**src/design/cwu_params.svh**
```systemverilog
`ifndef CWU_PARAMS_SVH
`define CWU_PARAMS_SVH

// Register byte offsets on the register port.
`define CWU_OFS_CLK        16'h060C
`define CWU_OFS_ISM        16'h060D
`define CWU_OFS_DBR        16'h060E
`define CWU_OFS_DBF        16'h060F
`define CWU_OFS_CON0       16'h0610
`define CWU_OFS_CON1       16'h0611
`define CWU_OFS_STR        16'h0614

// Field positions.
`define CWU_EN_BIT         7
`define CWU_LD_BIT         6
`define CWU_IN_BIT         5
`define CWU_CS_BIT         0

// Reset values.
`define CWU_RST_BYTE       8'h00
`define CWU_RST_DB         6'h00
`define CWU_RST_SEL        5'h00

`endif

```
**src/design/cwu_pkg.sv**
```systemverilog
package cwu_pkg;

   // Output operating modes, encoded as in the mode field.
   typedef enum logic [2:0] {
      MODE_ASYNC_STEER = 3'h0,
      MODE_SYNC_STEER  = 3'h1,
      MODE_FWD_BRIDGE  = 3'h2,
      MODE_REV_BRIDGE  = 3'h3,
      MODE_HALF_BRIDGE = 3'h4,
      MODE_PUSH_PULL   = 3'h5,
      MODE_RSVD_6      = 3'h6,
      MODE_RSVD_7      = 3'h7
   } mode_t;

   // Progress of a buffer load request.
   typedef enum logic [1:0] {
      LOAD_IDLE,
      LOAD_WAIT_FALL,
      LOAD_WAIT_RISE
   } load_state_t;

   // Candidate data input sources.
   typedef struct packed {
      logic       remappable_input_pin;
      logic [1:0] capture_compare_output;
      logic [3:0] pwm_slice_output;
      logic       oscillator_output;
      logic [1:0] comparator_output;
      logic [3:0] logic_cell_output;
   } sources_t;

   // Register port request.
   typedef struct packed {
      logic [15:0] addr;
      logic [7:0]  wdata;
      logic        wr;
      logic        rd;
   } reg_req_t;

endpackage

```
**src/design/complementary_waveform_control.sv**
```systemverilog
`include "cwu_params.svh"
`timescale 1ns/100ps
`default_nettype none

module complementary_waveform_control #(
   parameter int DB_W = 6                     // Dead-band count width.
) (
   // Clock and reset.
   input  wire logic              mclk_i,
   input  wire logic              resetn_i,
   // Register port.
   input  wire cwu_pkg::reg_req_t req_i,
   output logic [7:0]             rdata_o,
   // Data input candidates.
   input  wire cwu_pkg::sources_t src_i,
   // Driver outputs A to D in bits 0 to 3.
   output logic [3:0]             wave_o,
   // Active dead-band counts for the dead-band counters.
   output logic [DB_W-1:0]        db_rise_o,
   output logic [DB_W-1:0]        db_fall_o,
   // Clock source choice for the clock mux, high for the fast oscillator.
   output logic                   clk_sel_o
);

   // Software visible registers.
   logic              en_reg, en_next;          // Module enable.
   logic              ld_reg, ld_next;          // Buffer load request.
   cwu_pkg::mode_t    mode_reg, mode_next;      // Output mode.
   logic [3:0]        pol_reg, pol_next;        // Output polarity.
   logic              cs_reg, cs_next;          // Clock source select.
   logic [4:0]        sel_reg, sel_next;        // Input source field.
   logic [7:0]        str_reg, str_next;        // Override data high, steering enable low.
   logic [DB_W-1:0]   dbr_reg, dbr_next;        // Rising count, written side.
   logic [DB_W-1:0]   dbf_reg, dbf_next;        // Falling count, written side.
   logic [DB_W-1:0]   dbr_act_reg, dbr_act_next;
   logic [DB_W-1:0]   dbf_act_reg, dbf_act_next;
   logic [7:0]        rdata_reg, rdata_next;
   // Generator state.
   cwu_pkg::load_state_t lst_reg, lst_next;     // Load request progress.
   logic              din_reg, din_next;        // Sampled data input.
   logic              dprev_reg, dprev_next;    // Previous sample for edges.
   logic              phase_reg, phase_next;    // Push-pull phase.
   logic [3:0]        steer_act_reg, steer_act_next;
   logic [3:0]        wave_reg, wave_next;
   logic              sel_data;                 // Chosen source, combinational.
   logic              rise, fall;

   // Source selection lives in its own small module.
   input_source_mux u_mux (
      .src_i  (src_i),
      .sel_i  (sel_reg),
      .data_o (sel_data)
   );

   // Address match helper used by both the write and read paths.
   function automatic logic hit(input cwu_pkg::reg_req_t r, input logic [15:0] ofs);
      return r.addr == ofs;
   endfunction

   assign rise = din_reg & ~dprev_reg;
   assign fall = ~din_reg & dprev_reg;

   // Register writes, the load request sequence and buffer transfers.
   always_comb begin
      en_next      = en_reg;
      ld_next      = ld_reg;
      mode_next    = mode_reg;
      pol_next     = pol_reg;
      cs_next      = cs_reg;
      sel_next     = sel_reg;
      str_next     = str_reg;
      dbr_next     = dbr_reg;
      dbf_next     = dbf_reg;
      dbr_act_next = dbr_act_reg;
      dbf_act_next = dbf_act_reg;
      lst_next     = lst_reg;
      if (req_i.wr) begin
         if (hit(req_i, `CWU_OFS_CON0)) begin
            en_next   = req_i.wdata[`CWU_EN_BIT];
            mode_next = cwu_pkg::mode_t'(req_i.wdata[2:0]);
            if (req_i.wdata[`CWU_LD_BIT] && en_reg) begin
               ld_next  = 1'b1;
               lst_next = cwu_pkg::LOAD_WAIT_FALL;
            end
            // A written zero withdraws a pending request.
            else if (!req_i.wdata[`CWU_LD_BIT]) begin
               ld_next  = 1'b0;
               lst_next = cwu_pkg::LOAD_IDLE;
            end
         end
         if (hit(req_i, `CWU_OFS_CON1)) pol_next = req_i.wdata[3:0];
         if (hit(req_i, `CWU_OFS_CLK))  cs_next  = req_i.wdata[`CWU_CS_BIT];
         if (hit(req_i, `CWU_OFS_ISM))  sel_next = req_i.wdata[4:0];
         if (hit(req_i, `CWU_OFS_STR))  str_next = req_i.wdata;
         if (hit(req_i, `CWU_OFS_DBR))  dbr_next = req_i.wdata[DB_W-1:0];
         if (hit(req_i, `CWU_OFS_DBF))  dbf_next = req_i.wdata[DB_W-1:0];
      end
      if (!en_reg) begin
         dbr_act_next = dbr_next;
         dbf_act_next = dbf_next;
         ld_next      = 1'b0;
         lst_next     = cwu_pkg::LOAD_IDLE;
      end else begin
         case (lst_reg)
            cwu_pkg::LOAD_IDLE: begin
               lst_next = lst_next;
            end
            cwu_pkg::LOAD_WAIT_FALL: begin
               if (fall && lst_next != cwu_pkg::LOAD_IDLE) lst_next = cwu_pkg::LOAD_WAIT_RISE;
            end
            cwu_pkg::LOAD_WAIT_RISE: begin
               if (rise) begin
                  dbr_act_next = dbr_reg;
                  dbf_act_next = dbf_reg;
                  // A request set in this very cycle survives the transfer, so the set wins.
                  if (lst_next == cwu_pkg::LOAD_WAIT_RISE) begin
                     ld_next  = 1'b0;
                     lst_next = cwu_pkg::LOAD_IDLE;
                  end
               end
            end
            default: begin
               lst_next = cwu_pkg::LOAD_IDLE;
            end
         endcase
      end
   end

   // Read path: data stand only in the cycle after the strobe; unmapped reads zero.
   always_comb begin
      rdata_next = 8'h00;
      if (req_i.rd) begin
         if (hit(req_i, `CWU_OFS_CON0)) rdata_next = {en_reg, ld_reg, 3'h0, mode_reg};
         if (hit(req_i, `CWU_OFS_CON1)) rdata_next = {2'h0, din_reg, 1'h0, pol_reg};
         if (hit(req_i, `CWU_OFS_CLK))  rdata_next = {7'h00, cs_reg};
         if (hit(req_i, `CWU_OFS_ISM))  rdata_next = {3'h0, sel_reg};
         if (hit(req_i, `CWU_OFS_STR))  rdata_next = str_reg;
         if (hit(req_i, `CWU_OFS_DBR))  rdata_next = {{(8-DB_W){1'b0}}, dbr_reg};
         if (hit(req_i, `CWU_OFS_DBF))  rdata_next = {{(8-DB_W){1'b0}}, dbf_reg};
      end
   end

   // Waveform generation. The input is sampled once, so outputs lag it by two
   // cycles; this keeps every output on a flip-flop at the cost of latency.
   always_comb begin
      logic [3:0] raw;
      raw            = 4'h0;
      din_next       = sel_data;
      dprev_next     = din_reg;
      phase_next     = phase_reg;
      steer_act_next = steer_act_reg;
      wave_next      = pol_reg;
      if (en_reg) begin
         case (mode_reg)
            cwu_pkg::MODE_ASYNC_STEER,
            cwu_pkg::MODE_SYNC_STEER: begin
               if (mode_reg == cwu_pkg::MODE_ASYNC_STEER) steer_act_next = str_reg[3:0];
               else if (rise) steer_act_next = str_reg[3:0];
               raw = {4{din_reg}};
            end
            cwu_pkg::MODE_FWD_BRIDGE:  raw = {din_reg, 1'b0, 1'b0, 1'b1};
            cwu_pkg::MODE_REV_BRIDGE:  raw = {1'b0, 1'b1, din_reg, 1'b0};
            cwu_pkg::MODE_HALF_BRIDGE: raw = {~din_reg, din_reg, ~din_reg, din_reg};
            cwu_pkg::MODE_PUSH_PULL: begin
               if (rise) phase_next = ~phase_reg;
               // The new phase is used at once, so a pulse never starts on the old pair.
               raw = {din_reg & ~phase_next, din_reg & phase_next, din_reg & ~phase_next, din_reg & phase_next};
            end
            default: raw = 4'h0;
         endcase
         wave_next = raw ^ pol_reg;
         if (mode_reg == cwu_pkg::MODE_ASYNC_STEER || mode_reg == cwu_pkg::MODE_SYNC_STEER) begin
            for (int i = 0; i < 4; i++) begin
               if (!steer_act_next[i]) wave_next[i] = str_reg[4+i];
            end
         end
      end
   end

   // Every register of the block.
   always_ff @(posedge mclk_i) begin
      if (!resetn_i) begin
         en_reg        <= 1'b0;
         ld_reg        <= 1'b0;
         mode_reg      <= cwu_pkg::MODE_ASYNC_STEER;
         pol_reg       <= 4'h0;
         cs_reg        <= 1'b0;
         sel_reg       <= `CWU_RST_SEL;
         str_reg       <= `CWU_RST_BYTE;
         dbr_reg       <= `CWU_RST_DB;
         dbf_reg       <= `CWU_RST_DB;
         dbr_act_reg   <= `CWU_RST_DB;
         dbf_act_reg   <= `CWU_RST_DB;
         rdata_reg     <= `CWU_RST_BYTE;
         lst_reg       <= cwu_pkg::LOAD_IDLE;
         din_reg       <= 1'b0;
         dprev_reg     <= 1'b0;
         phase_reg     <= 1'b0;
         steer_act_reg <= 4'h0;
         wave_reg      <= 4'h0;
      end else begin
         en_reg        <= en_next;
         ld_reg        <= ld_next;
         mode_reg      <= mode_next;
         pol_reg       <= pol_next;
         cs_reg        <= cs_next;
         sel_reg       <= sel_next;
         str_reg       <= str_next;
         dbr_reg       <= dbr_next;
         dbf_reg       <= dbf_next;
         dbr_act_reg   <= dbr_act_next;
         dbf_act_reg   <= dbf_act_next;
         rdata_reg     <= rdata_next;
         lst_reg       <= lst_next;
         din_reg       <= din_next;
         dprev_reg     <= dprev_next;
         phase_reg     <= phase_next;
         steer_act_reg <= steer_act_next;
         wave_reg      <= wave_next;
      end
   end

   assign rdata_o   = rdata_reg;
   assign wave_o    = wave_reg;
   assign db_rise_o = dbr_act_reg;
   assign db_fall_o = dbf_act_reg;
   assign clk_sel_o = cs_reg;
endmodule // complementary_waveform_control

`default_nettype wire

```
**src/design/input_source_mux.sv**
```systemverilog
`timescale 1ns/100ps
`default_nettype none

module input_source_mux (
   // Candidate sources.
   input  wire cwu_pkg::sources_t src_i,
   // Selection field.
   input  wire logic [4:0]        sel_i,
   // Chosen data input.
   output logic                   data_o
);

   // Pick one source; any reserved code yields a constant low level.
   function automatic logic pick(input cwu_pkg::sources_t s, input logic [4:0] code);
      logic r;
      r = 1'b0;
      case (code)
         5'h00:   r = s.remappable_input_pin;
         5'h01:   r = s.capture_compare_output[0];
         5'h02:   r = s.capture_compare_output[1];
         5'h03:   r = s.pwm_slice_output[0];
         5'h04:   r = s.pwm_slice_output[1];
         5'h05:   r = s.pwm_slice_output[2];
         5'h06:   r = s.pwm_slice_output[3];
         5'h0B:   r = s.oscillator_output;
         5'h0C:   r = s.comparator_output[0];
         5'h0D:   r = s.comparator_output[1];
         5'h0E:   r = s.logic_cell_output[0];
         5'h0F:   r = s.logic_cell_output[1];
         5'h10:   r = s.logic_cell_output[2];
         5'h11:   r = s.logic_cell_output[3];
         default: r = 1'b0;
      endcase
      return r;
   endfunction

   // The selection itself.
   // source code decode.
   always_comb begin
      data_o = pick(src_i, sel_i);
   end

endmodule // input_source_mux

`default_nettype wire

```
**config.mk**
```make
export PLATFORM = sky130hd
export DESIGN_NAME = complementary_waveform_control
export DESIGN_NICKNAME = d
export VERILOG_FILES = /design/src/design/cwu_pkg.sv /design/src/design/complementary_waveform_control.sv /design/src/design/input_source_mux.sv
export VERILOG_INCLUDE_DIRS = /design/src /design/src/design
export SDC_FILE = /design/constraint.sdc
export NUM_CORES = 1
export LEC_CHECK = 0
export BUFFER_PORTS_ARGS = -buffer_cell sky130_fd_sc_hd__buf_2
export CORE_MARGIN = 5
export CORE_UTILIZATION = 50
export CTS_CLUSTER_DIAMETER = 50
export DETAILED_ROUTE_END_ITERATION = 7
export PLACE_DENSITY = 0.73
export SYNTH_ARGS = -nofsm -noshare
export SYNTH_HDL_FRONTEND = slang
export SYNTH_HIERARCHICAL = 1
export SYNTH_SLANG_ARGS = --single-unit
```
**constraint.sdc**
```tcl
create_clock -name mclk_i -period 4.56 [get_ports mclk_i]
set_input_delay 0.684 -clock mclk_i [delete_from_list [all_inputs] [get_ports mclk_i]]
set_output_delay 0.684 -clock mclk_i [all_outputs]
set_load 0.1 [all_outputs]
```
# After elaboration in Yosys (flattened, before gate mapping)
# Cells that the tools add are included.
dict set report classes {
  n_reduce_logical 18
  mux 48
  eq_ne 30
  bitwise 11
}
# op n
set ops {}
lappend ops {{$eq A16 B11 Y1 const B} 7}
lappend ops {{$mux W6} 12}
lappend ops {{$mux W8} 5}
lappend ops {{$mux W4} 7}
lappend ops {{$eq A5 B4 Y1 const B} 5}
lappend ops {{$pmux W4 S5} 1}
lappend ops {{$reduce_and A2 Y1} 9}
lappend ops {{$eq A5 B3 Y1 const B} 3}
lappend ops {{$mux W1} 14}
lappend ops {{$mux W2} 7}
lappend ops {{$pmux W1 S14} 1}
lappend ops {{$eq A5 B2 Y1 const B} 2}
lappend ops {{$eq A5 B5 Y1 const B} 2}
lappend ops {{$eq A3 B2 Y1 const B} 2}
lappend ops {{$eq A3 B3 Y1 const B} 2}
lappend ops {{$not A1 Y1} 6}
lappend ops {{$pmux W2 S3} 1}
lappend ops {{$eq A5 B1 Y1 const B} 1}
lappend ops {{$logic_not A5 Y1} 1}
lappend ops {{$and A1 B1 Y1} 4}
lappend ops {{$eq A2 B2 Y1 const B} 2}
lappend ops {{$ne A2 B1 Y1 const B} 2}
lappend ops {{$reduce_or A4 Y1} 1}
lappend ops {{$xor A4 B4 Y4} 1}
lappend ops {{other kinds (8)} 9}
dict set report totals {
  register_bits 68
  word_cells 126
  inputBits 42
}

# Logic depth before layout (Yosys ltp)
# Gate-level depths: netlist of run 1.
dict set report logic_depth {
  depth_word 13
  ltp_mapped 8
}

# Modules after synthesis
# Netlist of run 1, hierarchy kept.
# mod cells_each area_per_inst_um2 seq_area_each_um2 n_inst
set by_module_without_submodules {}
lappend by_module_without_submodules {complementary_waveform_control 384 3454.6 1361.3 1}
lappend by_module_without_submodules {input_source_mux 22 172.7 0.0 1}

# Least setup slack after synthesis of run 1
# No wires, ideal clock.
dict set report synth_path {
  kind {in2reg}
  from {input port req_i[23] (netlist bit)}
  to {register dbr_act_reg[0] (netlist: db_rise_o[0])}
  stages 6
  t_required_ns 4.444
  setup_slack_ns 2.163
  n_path_buf 1
  arrival_ns 2.281
  path_cell_list {nor4_2 > and4_1 > buf_2 > nor3b_4 > mux2_1 > o211a_1}
}
dict set report synth_via {
  elab_chain_cells 4
}
# item line
set synth_lines {}
lappend synth_lines {{start, declared} complementary_waveform_control.sv:12} ;# input wire cwu_pkg::reg_req_t req_i,
lappend synth_lines {{$eq A16 B11 Y1} complementary_waveform_control.sv:57} ;# return r.addr == ofs;
lappend synth_lines {{$mux W6} complementary_waveform_control.sv:95} ;# if (hit(req_i, `CWU_OFS_DBR)) dbr_next = req_i.wdata[DB_W-1:0];
lappend synth_lines {{$mux W6} complementary_waveform_control.sv:77} ;# if (req_i.wr) begin
lappend synth_lines {{$mux W6} complementary_waveform_control.sv:98} ;# if (!en_reg) begin
lappend synth_lines {{end signal, assigned} complementary_waveform_control.sv:192} ;# dbr_act_reg <= `CWU_RST_DB;
lappend synth_lines {{end signal, assigned} complementary_waveform_control.sv:211} ;# dbr_act_reg <= dbr_act_next;
lappend synth_lines {{end, declared} complementary_waveform_control.sv:35} ;# logic [DB_W-1:0] dbr_act_reg, dbr_act_next;
# No other way between the ends.
# A chain may end at the register's enable or synchronous reset.

# Worst setup path after layout of run 1
dict set report layout_path {
  from {input port req_i[23] (netlist bit)}
  to {register dbr_act_reg[1] (netlist: db_rise_o[1])}
}
# Same word-level chain as after synthesis.

==> results of run 1 <==
## power groups by stage
stage / Combinational, mW / Clock (mW) / Sequential [mW]
global route: 0.0803 / 0.482 / 0.596
CTS: 0.0730 / 0.456 / 0.596
floorplan: 0.0427 / 0 / 0.610
detailed placement: 0.0728 / 0 / 0.610
global placement: 0.0715 / 0 / 0.610
finish: 0.0737 / 0.448 / 0.596
## metrics by stage
| step | power, mW | util, % |
|---|---|---|
| finish | 1.12 | 57.2 |
| global route | 1.16 | 57.2 |
| CTS | 1.12 | 57.2 |
| detailed placement | 0.683 | 54.8 |
| global placement | 0.682 | 54.8 |
| floorplan | 0.653 | - |
## kinds of logic after synthesis
family | after synthesis
simple gates | 185
compound gates | 75
buf+inv | 33
flops | 68
xor+xnor | 2
mux | 43
## critical path: cells and delay by family
| family | cells | cell delay, ns |
|---|---|---|
| AND/OR/NAND/NOR | 3 | 1.25 |
| multiplexers | 1 | 0.39 |
| AO/OA/AOI/OAI | 1 | 0.21 |
| buffers and inverters | 1 | 0.11 |
## path summary, 6_finish.rpt
kind	to	depth (start not counted)	slack [ns]	from
worst max register to register	wave_o[3]	5	2.29	din_reg
worst min-delay path	ld_reg	2	0.48	ld_reg
worst min register to register	ld_reg	2	0.48	ld_reg
worst max-delay path	db_rise_o[1]	6	2.15	req_i[23]
## routing by layer
metal,global-route usage [%],up-vias
li1,-,1583
met1,31.1,1498
met2,33.2,127
met3,3.55,12
met4,9.13,0
met5,0,-
## final cells by class
| type | count | share of cell area (%) |
|---|---|---|
| repair buffers | 69 | 8.59 |
| well taps | 99 | 3.02 |
| clock inverters | 5 | 0.914 |
| multi-input cells | 305 | 50.4 |
| clock buffers | 10 | 3.35 |
| inverters | 6 | 0.548 |
| flip-flops and latches | 68 | 33.1 |
## synthesized netlist by cell type, types with 3 or more instances
master,n,area [um2]
o21ai_0,5,25.0
nand2_1,53,199
nor3b_1,3,22.5
mux2_2,4,45.0
inv_1,6,22.5
and3_1,6,37.5
buf_2,3,15.0
nor2b_1,9,56.3
nand4_1,3,18.8
nor3_1,3,15.0
nor4_1,3,18.8
nor4_4,3,63.8
a221oi_1,3,26.3
mux2i_1,33,330
nand3b_1,5,37.5
a21oi_1,19,95.1
clkbuf_1,15,56.3
a2111oi_0,4,35.0
and2_1,9,56.3
o22ai_1,3,18.8
clkbuf_8,4,55.1
o211a_1,6,60.1
a21boi_0,6,45.0
a31oi_1,13,81.3
mux2_1,5,56.3
dfxtp_1,68,1360
nand2b_1,4,25.0
buf_6,3,33.8
nand3_1,13,65.1
nor2_1,45,169
==> flow_summary.toml, run 1 <==
[status]
status = "finished clean"

[global_route]
overflow = 0
grt_pass1_wl_mm = 15.3
gr-usage-all-layers_pct = 22.0
grt_pass1_vias = 3000
antenna_found_initial = 0
grt_max_degree = 43

[clock_network]
clkLatencyLatePin_ns = 0.35
cts.sinks = 68
clock_path_buffers = 2
postCtsSetupRepairBufs = 0
cts_root_buf = "clkbuf_8"
numCtsBuffers = 9
path_clk_slew_ns = 0.08
cts_tree = "yes"
htree_num_levels = 3
cts_resized = 0
ctsHoldBuffers = 0

[layout]
areaGrowthSynthToFinish_pct = 13.2
final_cell_area_um2 = 4110
multiInputGateArea_um2 = 2070
final_nets = 501
final.fill_count = 672
stdcell_count = 562
mostFrequentLayoutCells = "68 x dfxtp_1, 66 x buf_2, 53 x nand2_1"
register_area_um2 = 1360
drive_above_1_share_pct = 23.8
diodes = 0
layout_commonest_cell = "dfxtp_1"

[power]
internal_power_uw = 833
clkPwrFrac_pct = 40.1
leakage_nw = 1.70
power.density_nw_per_um2 = 272
p_comb_share_pct = 6.6
ir_drop_mv = 0.169
p_seq_share_pct = 53.4
power_switching_uw = 285
p_sw_share_pct = 25.5

[drt]
wl_met2_mm = 4.17
met1_length_mm = 4.48
wirelength_mm = 9.44
top_layer_used = "met4"
drc = 0
firstDrtPassIters = 5
avgViaCountPerCell = 5.73
ant_nets = 0
drt-initial-drc-count = 290
num_vias = 3220
wl_per_cell_um = 16.8
dr_wl_met3_um = 622

[sta]
drv_slew = 0
min_period_over_period_pct = 52.8
fin_skew_ns = 0.0106
rsz0062_at_grt = "false"
finalSetupViolCount = 0
slew_headroom_pct = 48.0
max_freq_mhz = 415
finalSetupTns_ns = 0
hold_viol_final = 0
worst_slack_ns = 2.15
worstMarginPinSlew_ns = 0.773
period_needed_ns = 2.41
hold_ws_ns = 0.480

[synth]
ys_seq_area_share_pct = 37.5
synth_cell_types = 71
synthAdderAreaFrac_pct = 0
synthesis.area_um2 = 3630
syn_inst = 406
synth_nets = 448
synth_top_family_by_area = "simple AND/OR/NAND/NOR gates"
synth_warnings = 6
syn_avg_cell_area_um2 = 8.93
yosys.area_share.xor_xnor_pct = 0.483
synth-compound-area-share_pct = 14.9
muxShareOfSynthArea_pct = 12.5
synth-edff-count = 0
yosys.area_share.simple_pct = 29.2
ys_seq_elements = 68
synthArstFlopShare_pct = 0
synth-main-ff-cell = "dfxtp_1"

[setup_path]
crit_type = "input pin to register"
crit_fanout = 6
crit_chain = "buf_2, nor4_2, and4_1, nor3b_4, mux2_1, o211a_1"
crit_path_end_kind = "register"
cpMaxStageDelayCell = "nor4_2"
cpPeakStageDelay_ns = 0.43
worstPathRequired_ns = 4.80
cp.arrival_ns = 2.65
crit_path_start_kind = "input pin"

[die]
die_h_um = 95.2
pin_count = 67
die-area_um2 = 9060
start_util_pct = 50.5
core_area_um2 = 7180
chipWidth_um = 95.2
rows = 31

[flow_run]
cap_violations = 0

[place]
place_congestion = 0.906
pre_cts_ws_ns = 1.82
port_buffers = 66
hpwl_mm = 6.86
post-place-cells = 547
placed_cell_area_um2 = 3930

[min_path]
min_path_type = "register to register"
(Power assumes the default switching activity.)
==> inputs of run 2 (changes only) <==
PLACE_DENSITY = 0.76   (was 0.73)
clock period = 2 ns   (was 4.56 ns; I/O delays follow)
==> run 2 against run 1 <==
Compared with the run above: clock skew hardly changed; via count is 5.6% higher; sequential cell count stayed put; worst setup slack worse by 2.0 ns; final area is 8.4% higher.
==> flow_summary.toml, run 2 (synthesis gave the netlist of run 1 again) <==
[status]
status = "finished clean"

[layout]
final_nets = 538
areaGrowthSynthToFinish_pct = 22.8
multiInputGateArea_um2 = 2120
diodes = 0
final_cell_area_um2 = 4450
final.fill_count = 649
register_area_um2 = 1360
drive_above_1_share_pct = 31.0
mostFrequentLayoutCells = "66 x dfxtp_1, 66 x buf_2, 53 x nand2_1"

[global_route]
grt_max_degree = 35
antenna_found_initial = 0
gr-usage-all-layers_pct = 23.7
grt_pass1_wl_mm = 16.5
grt_pass1_vias = 3326
overflow = 0

[drt]
num_vias = 3400
drc = 0
wirelength_mm = 10.1
wl_per_cell_um = 16.9
avgViaCountPerCell = 5.68
drt-initial-drc-count = 293
ant_nets = 0
firstDrtPassIters = 5

[setup_path]
cp.arrival_ns = 2.15
regToRegSetupSlack_ns = 0.13
crit_type = "register to register"
rr_worst_depth = 6
crit_start = "phase_reg"
worstPathRequired_ns = 2.28
crit_fanout = 3
crit_path_end_kind = "register"
timing.rr.end = "wave_o[0]"
crit_path_start_kind = "register"
timing.rr.start = "phase_reg"
endpoint = "wave_o[0]"

[sta]
hold_viol_final = 0
drv_slew = 0
finalSetupTns_ns = 0
max_freq_mhz = 534
slew_headroom_pct = 67.4
finalSetupViolCount = 0
period_needed_ns = 1.87
worstMarginPinSlew_ns = 0.492
hold_ws_ns = 0.179
fin_skew_ns = 0.0105
rsz0062_at_grt = "false"
min_period_over_period_pct = 93.7
worst_slack_ns = 0.126

[clock_network]
ctsHoldBuffers = 0
path_clk_slew_ns = 0.08
postCtsSetupRepairBufs = 0
cts.sinks = 68
clkLatencyLatePin_ns = 0.35
htree_num_levels = 3
cts_root_buf = "clkbuf_8"
clock_path_buffers = 2
cts_tree = "yes"
numCtsBuffers = 9

[power]
p_total_mw = 2.71
ir_drop_mv = 0.384
leakage_nw = 1.91
power.density_nw_per_um2 = 609

[die]
rows = 31
die_h_um = 95.2
pin_count = 67
core_area_um2 = 7180
die-area_um2 = 9060
start_util_pct = 50.5
chipWidth_um = 95.2

[place]
pre_cts_ws_ns = -0.130
place_congestion = 0.895
port_buffers = 66
hpwl_mm = 7.58
placed_cell_area_um2 = 4220

[min_path]
min_path_type = "input pin to register"

[flow_run]
cap_violations = 0
## run 2: changes by cell type in the layout (fill, tap and decap cells not counted), sizes merged
cell,change
bufinv,+1
inv,+1
buf,+37
clkinv,-1
clkinvlp,-1
## run 2: final cells by class
type / count / share of cell area [%]
clock buffer: 10 / 3.09
clock inverter: 5 / 1.35
inverter: 6 / 0.506
multi-input combinational: 305 / 47.5
sequential: 68 / 30.6
tap: 99 / 2.78
timing repair buffer: 106 / 14.2
## run 2: layer usage
layer | GRT usage (%) | vias to the layer above | share of wire [%]
li1 | - | 1645 | -
met1 | 31.0 | 1623 | 45
met2 | 39.0 | 114 | 47
met3 | 4.26 | 18 | 5.9
met4 | 8.65 | 0 | 2.4
met5 | 0 | - | 0
## run 2: what timing repair did
action	4_1_cts	5_1_grt
endpoints found under the setup margin	1	4
gates resized for setup	2	10
pin swaps	0	0
## run 2: critical path, cell delays in order (launching register included)
cell	delay, ns
dfxtp_1	0.34
xnor2_2	0.22
nor2_1	0.11
a2111oi_2	0.37
buf_4	0.18
or4b_1	0.42
a31oi_1	0.16
## run 2: how the worst min path moves through the flow
| stage | slack [ns] | startpoint | cells past startpoint | to |
|---|---|---|---|---|
| after floorplan | 0.44 | req_i[2] | 2 | str_reg[0] |
| after global placement | 0.46 | ld_reg | 2 | ld_reg |
| after detailed placement | 0.46 | str_reg[6] | 2 | str_reg[6] |
| after CTS | 0.17 | resetn_i | 2 | din_reg |
| after global routing | 0.19 | resetn_i | 2 | din_reg |
| final | 0.18 | resetn_i | 2 | din_reg |
## run 2: power breakdown
part	internal, mW	switching (mW)
Clock	0.609	0.547
Combinational	0.0817	0.114
Sequential	1.36	0.00418
## run 2: stage by stage
stage / std cells / utilization, %
after floorplan: 406 / -
after global placement: 584 / 58.8
after detailed placement: 584 / 58.8
after CTS: 599 / 61.6
after global routing: 599 / 62.1
final: 599 / 62.1
==> inputs of run 3 (changes only) <==
--- a/config.mk
+++ b/config.mk
@@ -9,2 +9,3 @@
 export BUFFER_PORTS_ARGS = -buffer_cell sky130_fd_sc_hd__buf_2
+export CAP_MARGIN = 25
 export CORE_MARGIN = 5
==> constraint.sdc (replaced) <==
create_clock -name mclk_i -period 2 [get_ports mclk_i]
set_input_delay 0.4 -clock mclk_i [delete_from_list [all_inputs] [get_ports mclk_i]]
set_output_delay 0.4 -clock mclk_i [all_outputs]
set_load 0.1 [all_outputs]
==> run 3 against run 2 <==
Compared with the run above: sequential share of layout area shrank 0.11 points; worst setup slack lost 0.030 ns; critical path depth shrank 1; combinational power is essentially flat; die area is the same; register-to-register slack lost 0.03 ns; largest cell class unchanged; largest power group unchanged; highest routed layer unchanged.
==> flow_summary.toml, run 3 (synthesis gave the netlist of run 1 again) <==
[drt]
wl_per_cell_um = 17.1
ant_nets = 0
firstDrtPassIters = 5
drc = 0
wirelength_mm = 10.3
avgViaCountPerCell = 5.74
num_vias = 3445
drt-initial-drc-count = 374

[setup_path]
cpPeakStageDelay_ns = 0.48
cpMaxStageDelayCell = "a2111o_1"
worstPathRequired_ns = 2.23
cp.arrival_ns = 2.13
crit_path_start_kind = "register"
rr_worst_depth = 5
crit_fanout = 7
crit_chain = "nand2b_1, nand2_1, a2111o_1, and3_1, o31a_1"
crit_type = "register to register"
crit_path_end_kind = "register"

[place]
hpwl_mm = 7.54
placed_cell_area_um2 = 4230
place_congestion = 0.897
port_buffers = 66

[layout]
final.fill_count = 615
drive_above_1_share_pct = 29.9
diodes = 0
mostFrequentLayoutCells = "68 x dfxtp_1, 66 x buf_2, 53 x nand2_1"
final_cell_area_um2 = 4460
final_nets = 539
utilization_pct = 62.2
layout_commonest_cell = "dfxtp_1"
areaGrowthSynthToFinish_pct = 23.0

[flow_run]
cap_violations = 0

[clock_network]
cts_root_buf = "clkbuf_8"
cts_tree = "yes"
clkLatencyLatePin_ns = 0.35
numCtsBuffers = 9
clock_path_buffers = 2
postCtsSetupRepairBufs = 0
cts.sinks = 68
htree_num_levels = 3
path_clk_slew_ns = 0.08

[global_route]
grt_pass1_vias = 3445
gr-usage-all-layers_pct = 23.7
grt_pass1_wl_mm = 16.5
grt_max_degree = 31
antenna_found_initial = 0
overflow = 0

[power]
clkPwrFrac_pct = 45.1
power_switching_uw = 662
ir_drop_mv = 0.418
internal_power_mw = 2.17
p_seq_share_pct = 47.9
p_comb_share_pct = 7.0
leakage_nw = 1.91
p_sw_share_pct = 23.4
power.density_nw_per_um2 = 635

[sta]
worstMarginPinSlew_ns = 0.497
hold_viol_final = 0
slew_headroom_pct = 66.8
max_freq_mhz = 525
rsz0062_at_grt = "true"
fin_skew_ns = 0.0126
finalSetupViolCount = 0
min_period_over_period_pct = 95.2
period_needed_ns = 1.90
finalSetupTns_ns = 0
drv_slew = 0

[min_path]
min_path_type = "input pin to register"
min_path_cells = 2

[die]
chipWidth_um = 95.2
core_area_um2 = 7180
start_util_pct = 50.5
die_h_um = 95.2
rows = 31
pin_count = 67
die-area_um2 = 9060

[status]
status = "finished clean"
==> run 3: changes by cell type in the layout (fill, tap and decap cells not counted), sizes merged <==
cell	delta
inv	-1
buf	+1
bufinv	+1
==> run 3: cell type report <==
class / count / area, um2 / share of cell area, %
sequential: 68 / 1360 / 30.5
clock buffer: 10 / 138 / 3.08
inverter: 6 / 22.5 / 0.505
clock inverter: 5 / 85.1 / 1.91
timing repair buffer: 107 / 638 / 14.3
multi-input combinational: 305 / 2090 / 46.9
tap: 99 / 124 / 2.78
==> run 3: per-stage QoR <==
step | power (mW) | hold slack (ns) | setup WS, ns | cells
floorplan | 1.49 | 0.445 | -0.0459 | 406
global placement | 1.58 | 0.461 | -0.158 | 585
detailed placement | 1.58 | 0.470 | -0.221 | 585
finish | 2.83 | 0.304 | 0.0958 | 600
CTS | 2.85 | 0.301 | 0.116 | 600
global route | 2.93 | 0.317 | -0.00317 | 600
==> run 3: power groups by stage <==
stage,logic (mW),clock network [mW],registers [mW]
after floorplan,0.0978,0,1.39
after CTS,0.194,1.30,1.36
final,0.199,1.28,1.36
after detailed placement,0.193,0,1.39
after global placement,0.188,0,1.39
after global routing,0.213,1.36,1.36
==> run 3: timing repair <==
action / CTS / global route
resized for setup: 0 / 4
hold buffers: 0 / 0
endpoints found under the hold margin: 0 / 0
setup endpoints to repair: 0 / 2
==> run 3: critical path, delay by kind of cell, from the launching register on <==
family | cells | cell delay, ns
AOI/OAI and AO/OA | 2 | 0.76
DFF | 1 | 0.41
and+or+nand+nor | 3 | 0.63
==> run 3: final timing paths <==
kind,start,endpoint,slack (ns)
setup / recovery,dprev_reg,wave_o[2],0.1
hold / removal,resetn_i,din_reg,0.30
setup reg to reg,dprev_reg,wave_o[2],0.1
hold reg to reg,ld_reg,ld_reg,0.48
==> run 3: routing by layer <==
metal	track usage, %	vias to the layer above	wire length, um
met2	37.7	162	4750
met3	3.55	32	837
met1	31.2	1598	4340
li1	-	1653	-
met5	0	-	0
met4	11.5	0	322
